**src/rtl/intc_defines.svh**
```systemverilog
/*
  Constants of the interrupt priority resolver: register offsets, source
  indices in default order, event codes, fixed levels and bus responses.
  Assumes inclusion by bare name from the package and the top module.
*/
`ifndef INTC_DEFINES_SVH
`define INTC_DEFINES_SVH

// Register byte offsets on the AXI4-Lite slave.
`define ADDR_PRIO_C      8'h00
`define ADDR_PRIO_D      8'h04
`define ADDR_PRIO_E      8'h08
`define ADDR_PRIO_F      8'h0c
`define ADDR_PRIO_J      8'h10
`define ADDR_EVENT_CODE  8'h14
`define ADDR_STATUS      8'h18

// Reset value of every priority register: all programmable sources masked.
`define PRIO_RESET       16'h0000

// Status register field positions.
`define STAT_LVL_LSB     0
`define STAT_REQ_BIT     8
`define STAT_CODE_LSB    16

// Source indices; a lower index wins a tie in level.
`define SRC_COUNT        27
`define IDX_NMI          5'h00
`define IDX_DEBUG        5'h01
`define IDX_EXT0         5'h02
`define IDX_DMA0         5'h0a
`define IDX_UART0        5'h0e
`define IDX_UART1        5'h12
`define IDX_ADC0         5'h16
`define IDX_ADC1         5'h17
`define IDX_USB0         5'h18

// Event codes; neighbours in a group step by 0x20.
`define CODE_NONE        12'h000
`define CODE_DEBUG       12'h5e0
`define CODE_EXT0        12'h600
`define CODE_DMA0        12'h800
`define CODE_USB0        12'ha00
`define CODE_STEP_LOG2   5

// Fixed levels.
`define LVL_NMI          5'h10
`define LVL_DEBUG        5'h0f
`define LVL_MASKED       5'h00

// AXI response codes.
`define RESP_OKAY        2'h0
`define RESP_SLVERR      2'h2

`endif

```
**src/rtl/intc_pkg.sv**
```systemverilog
/*
  Types and the event code lookup of the interrupt priority resolver.
  Assumes the defines header is on the include path.
*/
`include "intc_defines.svh"
`default_nettype none

package intc_pkg;

  typedef logic [4:0]  lvl_t;
  typedef logic [4:0]  idx_t;
  typedef logic [11:0] code_t;

  // Whole state of the top module, registered in one place.
  typedef struct packed {
    logic [8:0]  pin_s1;
    logic [8:0]  pin_s2;
    logic [15:0] prio_c;
    logic [15:0] prio_d;
    logic [15:0] prio_e;
    logic [15:0] prio_f;
    logic [15:0] prio_j;
    code_t       evt;
    logic        req;
    logic        nmi;
    lvl_t        lvl;
    code_t       code;
    logic        aw_have;
    logic [7:0]  aw_addr;
    logic        w_have;
    logic [31:0] w_data;
    logic [3:0]  w_strb;
    logic        bvalid;
    logic [1:0]  bresp;
    logic        rvalid;
    logic [1:0]  rresp;
    logic [31:0] rdata;
  } state_t;

  // Event code of a source index; the non-maskable source has none.
  function automatic code_t code_of(input idx_t i);
    code_t c;
    c = `CODE_NONE;
    if (i == `IDX_DEBUG) begin
      c = `CODE_DEBUG;
    end else if (i >= `IDX_EXT0 && i < `IDX_DMA0) begin
      c = `CODE_EXT0 + (code_t'(i - `IDX_EXT0) << `CODE_STEP_LOG2);
    end else if (i >= `IDX_DMA0 && i < `IDX_USB0) begin
      c = `CODE_DMA0 + (code_t'(i - `IDX_DMA0) << `CODE_STEP_LOG2);
    end else if (i >= `IDX_USB0) begin
      c = `CODE_USB0 + (code_t'(i - `IDX_USB0) << `CODE_STEP_LOG2);
    end
    return c;
  endfunction

endpackage

`default_nettype wire

```
**src/rtl/prio_if.sv**
```systemverilog
/*
  Carrier between the top module and the priority resolver: requests with
  their levels one way, the winner the other way.
  Assumes the package is compiled first.
*/
`include "intc_defines.svh"
`default_nettype none

interface prio_if;
  import intc_pkg::*;

  logic [`SRC_COUNT-1:0]       req;
  lvl_t [`SRC_COUNT-1:0]       level;
  logic                        win_valid;
  idx_t                        win_idx;
  lvl_t                        win_level;

  modport resolver (input req, input level, output win_valid, output win_idx, output win_level);
  modport owner (output req, output level, input win_valid, input win_idx, input win_level);
endinterface

`default_nettype wire

```
**src/rtl/interrupt_priority_resolver.sv**
```systemverilog
/*
  Interrupt priority resolver: gathers the non-maskable, debug, external and
  peripheral requests, ranks them by level, fixed or programmed, and default order, and
  offers the winner to the processor core. Priority registers, the event code
  register and a status word sit on an AXI4-Lite slave.
  Assumes requests are levels held by their sources until serviced, peripheral
  requests come from logic on mclk, and pins are asynchronous.
*/
`include "intc_defines.svh"
`default_nettype none

module interrupt_priority_resolver
  import intc_pkg::*;
(
  input  wire logic        mclk,            // Peripheral clock, 50 MHz.
  input  wire logic        rst_b,           // Synchronous reset, active low.
  input  wire logic        ce,              // Clock enable; low freezes all state.
  input  wire logic        nmi_pin,         // Non-maskable request pin, high = request.
  input  wire logic [7:0]  ext_irq_b,       // External request pins, low = request.
  input  wire logic        debug_port_irq,  // Debug port request.
  input  wire logic        dma_done_0,      // DMA channel 0 done.
  input  wire logic        dma_done_1,      // DMA channel 1 done.
  input  wire logic        dma_done_2,      // DMA channel 2 done.
  input  wire logic        dma_done_3,      // DMA channel 3 done.
  input  wire logic        uart0_rx_error,  // Serial port 0 receive error.
  input  wire logic        uart0_rx_full,   // Serial port 0 receive data full.
  input  wire logic        uart0_break,     // Serial port 0 break.
  input  wire logic        uart0_tx_empty,  // Serial port 0 transmit empty.
  input  wire logic        uart1_rx_error,  // Serial port 1 receive error.
  input  wire logic        uart1_rx_full,   // Serial port 1 receive data full.
  input  wire logic        uart1_break,     // Serial port 1 break.
  input  wire logic        uart1_tx_empty,  // Serial port 1 transmit empty.
  input  wire logic        adc0_done,       // Converter 0 done.
  input  wire logic        adc1_done,       // Converter 1 done.
  input  wire logic        usb_irq_0,       // USB request 0.
  input  wire logic        usb_irq_1,       // USB request 1.
  input  wire logic        usb_irq_high,    // USB high-priority request.
  input  wire logic [3:0]  cpu_mask_level,  // Core's current mask level.
  input  wire logic        cpu_accept,      // Core takes the offered request.
  output logic             irq_req,         // Request to the core, level.
  output logic [4:0]       irq_level,       // Level of the offered request.
  output logic [11:0]      irq_code,        // Code of the offered request.
  output logic [11:0]      event_code,      // Contents of event_code_reg.
  input  wire logic [7:0]  awaddr,          // Write address.
  input  wire logic [2:0]  awprot,          // Write protection, unused.
  input  wire logic        awvalid,         // Write address valid.
  output logic             awready,         // Write address ready.
  input  wire logic [31:0] wdata,           // Write data.
  input  wire logic [3:0]  wstrb,           // Write byte strobes.
  input  wire logic        wvalid,          // Write data valid.
  output logic             wready,          // Write data ready.
  output logic [1:0]       bresp,           // Write response.
  output logic             bvalid,          // Write response valid.
  input  wire logic        bready,          // Write response ready.
  input  wire logic [7:0]  araddr,          // Read address.
  input  wire logic [2:0]  arprot,          // Read protection, unused.
  input  wire logic        arvalid,         // Read address valid.
  output logic             arready,         // Read address ready.
  output logic [31:0]      rdata,           // Read data.
  output logic [1:0]       rresp,           // Read response.
  output logic             rvalid,          // Read data valid.
  input  wire logic        rready           // Read data ready.
);

  state_t state_q;
  state_t state_d;
  prio_if pi ();

  logic [7:0]  ext_req;
  logic        nmi_req;
  logic [15:0] per_req;
  logic [7:0]  wr_addr;
  logic [7:0]  rd_addr;
  logic        wr_go;
  logic        rd_go;

  // Peripheral requests are levels on mclk and are not latched here: a
  // source that drops its request before it is taken simply disappears.

  // Byte-lane merge of a write into a 16-bit register; upper lanes drop.
  function automatic logic [15:0] merge16(input logic [15:0] old, input logic [31:0] data,
                                          input logic [3:0] strb);
    logic [15:0] r;
    r = old;
    if (strb[0]) begin
      r[7:0] = data[7:0];
    end
    if (strb[1]) begin
      r[15:8] = data[15:8];
    end
    return r;
  endfunction

  // True when an aligned address hits a mapped register.
  function automatic logic mapped(input logic [7:0] a);
    logic [7:0] w;
    w = {a[7:2], 2'h0};
    return w == `ADDR_PRIO_C || w == `ADDR_PRIO_D || w == `ADDR_PRIO_E ||
           w == `ADDR_PRIO_F || w == `ADDR_PRIO_J || w == `ADDR_EVENT_CODE ||
           w == `ADDR_STATUS;
  endfunction

  // Pins are used only after the second synchroniser stage.
  assign nmi_req = state_q.pin_s2[8];
  assign ext_req = ~state_q.pin_s2[7:0];
  assign per_req = {usb_irq_high, usb_irq_1, usb_irq_0, adc1_done, adc0_done,
                    uart1_tx_empty, uart1_break, uart1_rx_full, uart1_rx_error,
                    uart0_tx_empty, uart0_break, uart0_rx_full, uart0_rx_error,
                    dma_done_3, dma_done_2, dma_done_1};

  // Requests in default order; each slot carries its level.
  always_comb begin
    pi.req = {per_req, dma_done_0, ext_req, debug_port_irq, nmi_req};
    pi.level = '0;
    pi.level[`IDX_NMI]   = `LVL_NMI;
    pi.level[`IDX_DEBUG] = `LVL_DEBUG;
    for (int i = 0; i < 4; i++) begin
      pi.level[`IDX_EXT0 + i]     = {1'b0, state_q.prio_c[4*i +: 4]};
      pi.level[`IDX_EXT0 + 4 + i] = {1'b0, state_q.prio_d[4*i +: 4]};
      pi.level[`IDX_DMA0 + i]     = {1'b0, state_q.prio_j[12-4*i +: 4]};
      pi.level[`IDX_UART0 + i]    = {1'b0, state_q.prio_e[11:8]};
      pi.level[`IDX_UART1 + i]    = {1'b0, state_q.prio_e[7:4]};
    end
    pi.level[`IDX_ADC0] = {1'b0, state_q.prio_e[3:0]};
    pi.level[`IDX_ADC1] = {1'b0, state_q.prio_f[15:12]};
    for (int i = 0; i < 3; i++) begin
      pi.level[`IDX_USB0 + i] = {1'b0, state_q.prio_f[7:4]};
    end
  end

  // The search itself is purely combinational; its result is registered in
  // the state below, so the core sees a winner one edge after the requests
  // settle. A deeper pipeline would ease timing but delay every offer.
  prio_resolver prio_resolver_i (
    .pi (pi)
  );

  // Bus handshakes; a captured address or data blocks its channel.
  assign awready = !state_q.aw_have;
  assign wready  = !state_q.w_have;
  assign arready = !state_q.rvalid;
  assign wr_addr = {state_q.aw_addr[7:2], 2'h0};
  assign rd_addr = {araddr[7:2], 2'h0};
  assign wr_go   = state_q.aw_have && state_q.w_have && !state_q.bvalid;
  assign rd_go   = arvalid && !state_q.rvalid;

  // Next state: synchronisers, winner, event code and bus slave.
  always_comb begin
    state_d = state_q;
    state_d.pin_s1 = {nmi_pin, ext_irq_b};
    state_d.pin_s2 = state_q.pin_s1;

    // The winner is ranked afresh each cycle, so an unaccepted request is
    // replaced as soon as a stronger one appears.
    state_d.req  = pi.win_valid && (pi.win_level > {1'b0, cpu_mask_level});
    state_d.lvl  = pi.win_level;
    state_d.nmi  = pi.win_idx == `IDX_NMI;
    state_d.code = code_of(pi.win_idx);

    // Only the request that was on offer is loaded; an offer with no code
    // leaves the register as it was.
    if (cpu_accept && state_q.req && !state_q.nmi) begin
      state_d.evt = state_q.code;
    end

    if (awvalid && !state_q.aw_have) begin
      state_d.aw_have = 1'b1;
      state_d.aw_addr = awaddr;
    end
    if (wvalid && !state_q.w_have) begin
      state_d.w_have = 1'b1;
      state_d.w_data = wdata;
      state_d.w_strb = wstrb;
    end
    if (state_q.bvalid && bready) begin
      state_d.bvalid = 1'b0;
    end

    // Write once both halves are held and the last response has gone.
    if (wr_go) begin
      state_d.aw_have = 1'b0;
      state_d.w_have  = 1'b0;
      state_d.bvalid  = 1'b1;
      state_d.bresp   = mapped(state_q.aw_addr) ? `RESP_OKAY : `RESP_SLVERR;
      case (wr_addr)
        `ADDR_PRIO_C: state_d.prio_c = merge16(state_q.prio_c, state_q.w_data, state_q.w_strb);
        `ADDR_PRIO_D: state_d.prio_d = merge16(state_q.prio_d, state_q.w_data, state_q.w_strb);
        `ADDR_PRIO_E: state_d.prio_e = merge16(state_q.prio_e, state_q.w_data, state_q.w_strb);
        `ADDR_PRIO_F: state_d.prio_f = merge16(state_q.prio_f, state_q.w_data, state_q.w_strb);
        `ADDR_PRIO_J: state_d.prio_j = merge16(state_q.prio_j, state_q.w_data, state_q.w_strb);
        default: begin
        end
      endcase
    end

    if (state_q.rvalid && rready) begin
      state_d.rvalid = 1'b0;
    end
    // Read data are captured at the address handshake and held until taken.
    if (rd_go) begin
      state_d.rvalid = 1'b1;
      state_d.rresp  = mapped(araddr) ? `RESP_OKAY : `RESP_SLVERR;
      state_d.rdata  = '0;
      case (rd_addr)
        `ADDR_PRIO_C:     state_d.rdata[15:0] = state_q.prio_c;
        `ADDR_PRIO_D:     state_d.rdata[15:0] = state_q.prio_d;
        `ADDR_PRIO_E:     state_d.rdata[15:0] = state_q.prio_e;
        `ADDR_PRIO_F:     state_d.rdata[15:0] = state_q.prio_f;
        `ADDR_PRIO_J:     state_d.rdata[15:0] = state_q.prio_j;
        `ADDR_EVENT_CODE: state_d.rdata[11:0] = state_q.evt;
        `ADDR_STATUS: begin
          state_d.rdata[`STAT_LVL_LSB +: 5]   = state_q.lvl;
          state_d.rdata[`STAT_REQ_BIT]        = state_q.req;
          state_d.rdata[`STAT_CODE_LSB +: 12] = state_q.code;
        end
        default: begin
        end
      endcase
    end
  end

  // Reset clears every priority field, masking all programmable sources.
  always_ff @(posedge mclk) begin
    if (!rst_b) begin
      state_q <= '0;
    end else if (ce) begin
      state_q <= state_d;
    end
  end

  // Outputs from the state register; the level reads zero when nothing is offered.
  assign irq_req    = state_q.req;
  assign irq_level  = state_q.req ? state_q.lvl : `LVL_MASKED;
  assign irq_code   = state_q.code;
  assign event_code = state_q.evt;
  assign bvalid     = state_q.bvalid;
  assign bresp      = state_q.bresp;
  assign rvalid     = state_q.rvalid;
  assign rresp      = state_q.rresp;
  assign rdata      = state_q.rdata;

endmodule

`default_nettype wire

```
**src/rtl/prio_resolver.sv**
```systemverilog
/*
  Combinational search for the pending source of highest level.
  Assumes sources are indexed in default order, index 0 first.
*/
`include "intc_defines.svh"
`default_nettype none

module prio_resolver
  import intc_pkg::*;
(
  prio_if.resolver pi  // Requests in, winner out.
);

  // Only a strictly higher level displaces the current best, so level 0
  // never wins and a tie keeps the earlier source in default order.
  always_comb begin
    pi.win_valid = 1'b0;
    pi.win_idx   = `IDX_NMI;
    pi.win_level = `LVL_MASKED;
    for (int i = 0; i < `SRC_COUNT; i++) begin
      if (pi.req[i] && pi.level[i] > pi.win_level) begin
        pi.win_valid = 1'b1;
        pi.win_idx   = idx_t'(i);
        pi.win_level = pi.level[i];
      end
    end
  end

endmodule

`default_nettype wire

```
**config.mk**
```make
export PLATFORM = sky130hd
export DESIGN_NAME = interrupt_priority_resolver
export DESIGN_NICKNAME = d
export VERILOG_FILES = /design/src/rtl/intc_pkg.sv /design/src/rtl/prio_if.sv /design/src/rtl/interrupt_priority_resolver.sv /design/src/rtl/prio_resolver.sv
export VERILOG_INCLUDE_DIRS = /design/src /design/src/rtl
export SDC_FILE = /design/constraint.sdc
export NUM_CORES = 1
export LEC_CHECK = 0
export BUFFER_PORTS_ARGS = -buffer_cell sky130_fd_sc_hd__buf_2
export CAP_MARGIN = 30
export CORE_MARGIN = 1.5
export CORE_UTILIZATION = 35
export DETAILED_ROUTE_END_ITERATION = 12
export SLEW_MARGIN = 15
export SYNTH_ARGS = -nofsm -noshare
export SYNTH_HDL_FRONTEND = slang
export SYNTH_HIERARCHICAL = 1
export SYNTH_SLANG_ARGS = --single-unit
```
**constraint.sdc**
```tcl
create_clock -name mclk -period 45.1 [get_ports mclk]
set_input_delay 9.02 -clock mclk [delete_from_list [all_inputs] [get_ports mclk]]
set_output_delay 9.02 -clock mclk [all_outputs]
set_load 0.005 [all_outputs]
```
==> results.py, run 1 <==
metrics = {
    "synth": {
        "async_flop_share_pct": 0,
        "synth_top_area_share_pct": 22.9,
        "synth_top_area_cell": "dfxtp_1",
        "yosysWarnings": 6,
        "netlist_instances": 1913,
        "synth_commonest_cells": "nand2_1 (205), o21ai_0 (177), dfxtp_1 (172)",
        "synth_ff_type": "dfxtp_1",
        "synth_seq_cells": 172,
        "syn_avg_cell_area_um2": 7.85,
        "ys_top_cells_by_area": "dfxtp_1 (23%), ha_1 (7.6%), o21ai_0 (5.9%)",
        "synth_area_um2": 15000,
        "synth_most_common_cell": "nand2_1",
        "yosysSeqAreaShare_pct": 22.9,
        "synth_cell_type_count": 120,
        "synth-edff-count": 0,
    },
    "critical_path": {
        "max_stage_delay_ps": 540,
        "critPathKind": "input pin to flop",
        "cpMostUsedCell": "ha_4",
        "endpoint_kind": "flop",
        "critPathMaxFanout": 7,
        "start_kind": "input pin",
        "cp_slowest_cell": "or4b_4",
        "required_ps": 45440,
        "crit_arrival_ps": 46130,
    },
    "sta": {
        "postLayoutSetupSlackWorst_ps": -691,
        "post-route-min-period_ps": 45790,
        "max_slew_margin_pct": 33.2,
        "period_share_pct": 102,
        "final-hold-violation-count": 0,
        "slew_violations": 0,
        "fmax_mhz": 21.8,
        "skew_ps": 11.6,
        "worstMarginPinSlew_ps": 1000,
        "rsz0062_at_grt": "true",
        "setup_violations": 13,
    },
    "layout": {
        "final_nets": 2598,
        "n_antenna_cell": 0,
        "largest_reg_flops": 68,
        "drive_above_1_share_pct": 39.6,
        "syn_to_final_growth_pct": 42.7,
    },
    "global_route": {
        "grt-busiest-layer": "met2",
        "grt_max_degree": 120,
        "use_met3_pct": 2.56,
        "grt_util_met1_pct": 28.3,
        "grt_usage_pct": 21.5,
        "overflow": 0,
        "grt_pass1_vias": 15000,
        "grt_pass1_wl_um": 77100,
        "grt_use_met2_pct": 37.1,
        "antenna_found_initial": 0,
    },
    "detailed_routing": {
        "drc": 0,
        "wirelength_um": 50000,
        "drtPass1Iterations": 7,
        "drtAntennaViolNets": 0,
        "vias": 15800,
        "avgViaCountPerCell": 5.34,
        "wl_per_cell_um": 16.9,
        "first_iter_violations": 1147,
    },
    "cts": {
        "clk_latency_ps": 440,
        "cts_tree": "built",
        "clk_pin_slew_ps": 70,
        "ctsRootBufferMaster": "clkbuf_16",
        "numCtsBuffers": 17,
        "htreeDepth": 4,
        "clock_sinks": 172,
        "hold_buffers": 0,
        "clockBufferDepth": 2,
    },
    "floorplanning": {
        "die_width_um": 210,
        "ioPinCount": 169,
        "start_util_pct": 35.7,
        "coreArea_um2": 42100,
        "dieArea_um2": 44200,
        "die_y_um": 210,
        "row_count": 75,
    },
    "place": {
        "portBuffers": 119,
        "dpl_worst_slack_ps": -1790,
        "place_congestion": 0.919,
        "dp_hpwl_um": 37200,
    },
    "run_status": {
        "status": "finished with violations",
        "violations": "negative setup slack",
    },
    "worst_hold_path": {
        "min_path_type": "flop to flop",
    },
    "job": {
        "cap_violations": 0,
    },
}
per-layer routing:
metal | up-vias | share of wire [%]
li1 | 7815 | -
met3 | 53 | 4.8
met2 | 387 | 49
met4 | 0 | 2.1
met5 | - | 0
met1 | 7553 | 45
placed cells by master (no fill, tap or decap), types with 13 or more instances in the layout:
| master | instances |
|---|---|
| a21oi_2 | 20 |
| mux2_4 | 20 |
| mux2i_1 | 65 |
| mux2i_2 | 13 |
| nand4_1 | 19 |
| nand2_1 | 170 |
| nand3_1 | 120 |
| xnor2_1 | 23 |
| o21a_1 | 16 |
| buf_6 | 34 |
| a21boi_0 | 26 |
| o21ai_1 | 23 |
| buf_4 | 378 |
| nand2_2 | 26 |
| o21ai_2 | 23 |
| buf_2 | 117 |
| nor3_1 | 17 |
| and2_1 | 20 |
| a31oi_1 | 22 |
| dfxtp_1 | 172 |
| a21oi_1 | 41 |
| o21ai_0 | 138 |
| clkbuf_16 | 17 |
| mux2_2 | 20 |
| inv_2 | 25 |
| ha_1 | 42 |
| inv_1 | 121 |
| nor2b_1 | 53 |
| conb_1 | 94 |
| and3_1 | 24 |
| a221oi_1 | 15 |
| o211ai_1 | 18 |
| nor2_1 | 55 |
| ha_4 | 41 |
area by class of cell:
type	count	area (um^2)
Timing Repair Buffer	530	3830
Inverter	152	586
Fill cell	3903	20700
Tap cell	539	674
Multi-Input combinational cell	1536	12300
Clock inverter	13	158
Sequential cell	172	3440
Clock buffer	19	433
cell families (layout without fill, tap and decap cells):
| group | count (synthesis) | count (layout) | share of synthesized area [%] |
|---|---|---|---|
| AOI/OAI and AO/OA | 547 | 547 | 26.4 |
| and+or+nand+nor | 638 | 638 | 21.9 |
| xor gates and xnor gates | 38 | 38 | 2.32 |
| other | 2 | 94 | 0.0500 |
| DFF | 172 | 172 | 22.9 |
| buffers and inverters | 297 | 714 | 9.59 |
| muxes | 122 | 122 | 8.83 |
| adders and majority gates | 97 | 97 | 7.98 |
worst max-delay path: cells and delay by family:
| family | cells | cell delay (ps) |
|---|---|---|
| muxes | 20 | 5580 |
| xor gates and xnor gates | 2 | 410 |
| and+or+nand+nor | 55 | 7750 |
| buffers and inverters | 33 | 3350 |
| AOI/OAI and AO/OA | 84 | 14230 |
| adders and majority gates | 24 | 5720 |
repair_timing:
action                                  CTS  global route
buffers inserted                         96            46
endpoints found under the hold margin     0             0
resized for setup                       125           159
endpoints found under the setup margin   14            14
pin swaps                               119           162
final timing paths:
kind,slack [ps],start,end,cells after the start
worst max register to register,6630,nmi_req,irq_code[8],220
worst min-delay path,460,rdata[24],rdata[24],2
worst max-delay path,-690,debug_port_irq,irq_code[8],218
worst min register to register,460,rdata[24],rdata[24],2
per-stage QoR:
stage / TNS, ps / std cells / instance area, um^2 / util (%) / hold WS, ps
2_1_floorplan: -4660 / 2005 / 16100 / - / 435
3_3_place_gp: -8420 / 2799 / 18600 / 44.1 / 447
3_5_place_dp: -18860 / 2799 / 18600 / 44.1 / 457
4_1_cts: -677 / 2926 / 20500 / 48.6 / 467
5_1_grt: -30160 / 2961 / 21400 / 50.9 / 487
6_report: -5630 / 2961 / 21400 / 50.9 / 461
Power of run 1 is left out: the tool's default activity adds up to more than one toggle a clock period on the data nets, which glitch-free logic cannot reach.
==> run 2: changes to the inputs <==
--- a/config.mk
+++ b/config.mk
@@ -16,3 +16,4 @@
 export SYNTH_HDL_FRONTEND = slang
 export SYNTH_HIERARCHICAL = 1
 export SYNTH_SLANG_ARGS = --single-unit
+export TNS_END_PERCENT = 5
==> run 2 against run 1 <==
  * Global-route usage up 0.067 points
  * Core utilization down 2.2 points
  * The flow still finishes with violations (negative setup slack)
  * Highest routed layer unchanged
  * Setup slack worse by 140 ps
  * Via count down 0.54%
==> results.py, run 2 (synthesis results as in run 1) <==
metrics = {
    "run_status": {
        "status": "finished with violations",
        "violations": "negative setup slack",
    },
    "floorplanning": {
        "die_y_um": 210,
        "die_width_um": 210,
        "coreArea_um2": 42100,
        "row_count": 75,
        "start_util_pct": 35.7,
        "ioPinCount": 169,
        "dieArea_um2": 44200,
    },
    "place": {
        "dp_cells": 2805,
        "dp_hpwl_um": 37500,
        "portBuffers": 119,
        "place_congestion": 0.896,
    },
    "sta": {
        "final-hold-violation-count": 0,
        "fmax_mhz": 21.8,
        "rsz0062_at_grt": "true",
        "setup_violations": 13,
        "period_share_pct": 102,
        "fin_tns_setup_ps": -6010,
        "skew_ps": 18.0,
        "max_slew_margin_pct": 36.6,
        "postLayoutSetupSlackWorst_ps": -834,
        "worstMarginPinSlew_ps": 950,
        "post-route-min-period_ps": 45930,
        "slew_violations": 0,
    },
    "detailed_routing": {
        "routed.top_layer": "met4",
        "drtAntennaViolNets": 0,
        "first_iter_violations": 1123,
        "wl_per_cell_um": 16.8,
        "wirelength_um": 49300,
        "drtPass1Iterations": 8,
        "drc": 0,
        "avgViaCountPerCell": 5.37,
        "wl_met3_um": 2570,
        "vias": 15700,
        "met2_length_um": 23800,
        "wl_met1_um": 21800,
    },
    "layout": {
        "layout_commonest_cell": "buf_4",
        "largest_reg_flops": 68,
        "fin_cells": 2929,
        "final_nets": 2564,
        "syn_to_final_growth_pct": 36.7,
        "fin_util_pct": 48.7,
        "drive_above_1_share_pct": 35.0,
        "mostFrequentLayoutCells": "buf_4 (362), nand2_1 (185), dfxtp_1 (172)",
    },
    "critical_path": {
        "endpoint_kind": "flop",
        "required_ps": 45460,
        "cpMostUsedCell": "ha_4",
        "cp_slowest_cell": "or4b_4",
        "crit_arrival_ps": 46300,
        "start_kind": "input pin",
        "max_stage_delay_ps": 540,
        "critPathKind": "input pin to flop",
        "critPathMaxFanout": 6,
    },
    "global_route": {
        "grt_usage_pct": 21.6,
        "grt_pass1_vias": 15000,
        "grt_max_degree": 112,
        "grt_pass1_wl_um": 77000,
        "antenna_found_initial": 1,
        "overflow": 0,
    },
    "cts": {
        "clock_sinks": 172,
        "hold_buffers": 0,
        "clk_pin_slew_ps": 80,
        "ctsRootBufferMaster": "clkbuf_16",
        "clockBufferDepth": 2,
        "htreeDepth": 4,
        "numCtsBuffers": 17,
        "clk_latency_ps": 440,
        "cts_tree": "built",
    },
    "job": {
        "cap_violations": 0,
    },
    "worst_hold_path": {
        "min_path_type": "flop to flop",
    },
}
-- run 2: cell types whose count changed in the layout (fill, tap and decap cells not counted), moves of 9 or more --
cell | before | now
buf_6 | 34 | 13
nor2_1 | 55 | 64
inv_1 | 121 | 131
nand2_1 | 170 | 185
buf_4 | 378 | 362
-- run 2: final timing paths --
path	from	end	slack [ps]	depth (start not counted)
setup / recovery	debug_port_irq	irq_code[10]	-830	213
setup reg to reg	nmi_req	irq_code[10]	6560	215
hold reg to reg	rdata[22]	rdata[22]	470	2
hold / removal	rdata[22]	rdata[22]	470	2
-- run 2: stage by stage --
step	setup WS [ps]	instance area (um^2)	hold slack (ps)
after floorplan	-1040	15800	435
after global placement	-1330	18400	447
after detailed placement	-2070	18400	459
after CTS	-476	19900	474
after global routing	-2640	20500	486
final	-834	20500	465
-- run 2: worst max-delay path, delay by kind of cell --
| family | cells | cell delay, ps |
|---|---|---|
| adder cells (fa/ha/maj) | 26 | 6640 |
| multiplexers | 18 | 4630 |
| buffers and inverters | 26 | 2510 |
| XOR/XNOR | 1 | 150 |
| AO/OA/AOI/OAI | 88 | 15670 |
| AND/OR/NAND/NOR | 54 | 7540 |
-- run 2: layer usage --
layer / vias to the layer above / GRT usage (%)
met5: - / 0
met1: 7465 / 28.0
met2: 438 / 37.4
li1: 7757 / -
met4: 0 / 5.78
met3: 62 / 3.04
-- run 2: area by class of cell --
cell class,instances,area [um^2]
repair buffers,495,3500
fillers,3993,21600
clock inverters,14,180
diodes,2,5.00
clock buffers,18,429
multi-input cells,1537,11700
well taps,539,674
flip-flops and latches,172,3440
inverters,152,581
-- run 2: repair_timing --
action / 4_1_cts / 5_1_grt
endpoints found under the setup margin: 14 / 14
setup buffers: 64 / 25
hold endpoints to repair: 0 / 0
pin swaps: 121 / 137
resized for setup: 103 / 88
cloned: 1 / 0
Power of run 2 is left out for the same reason.
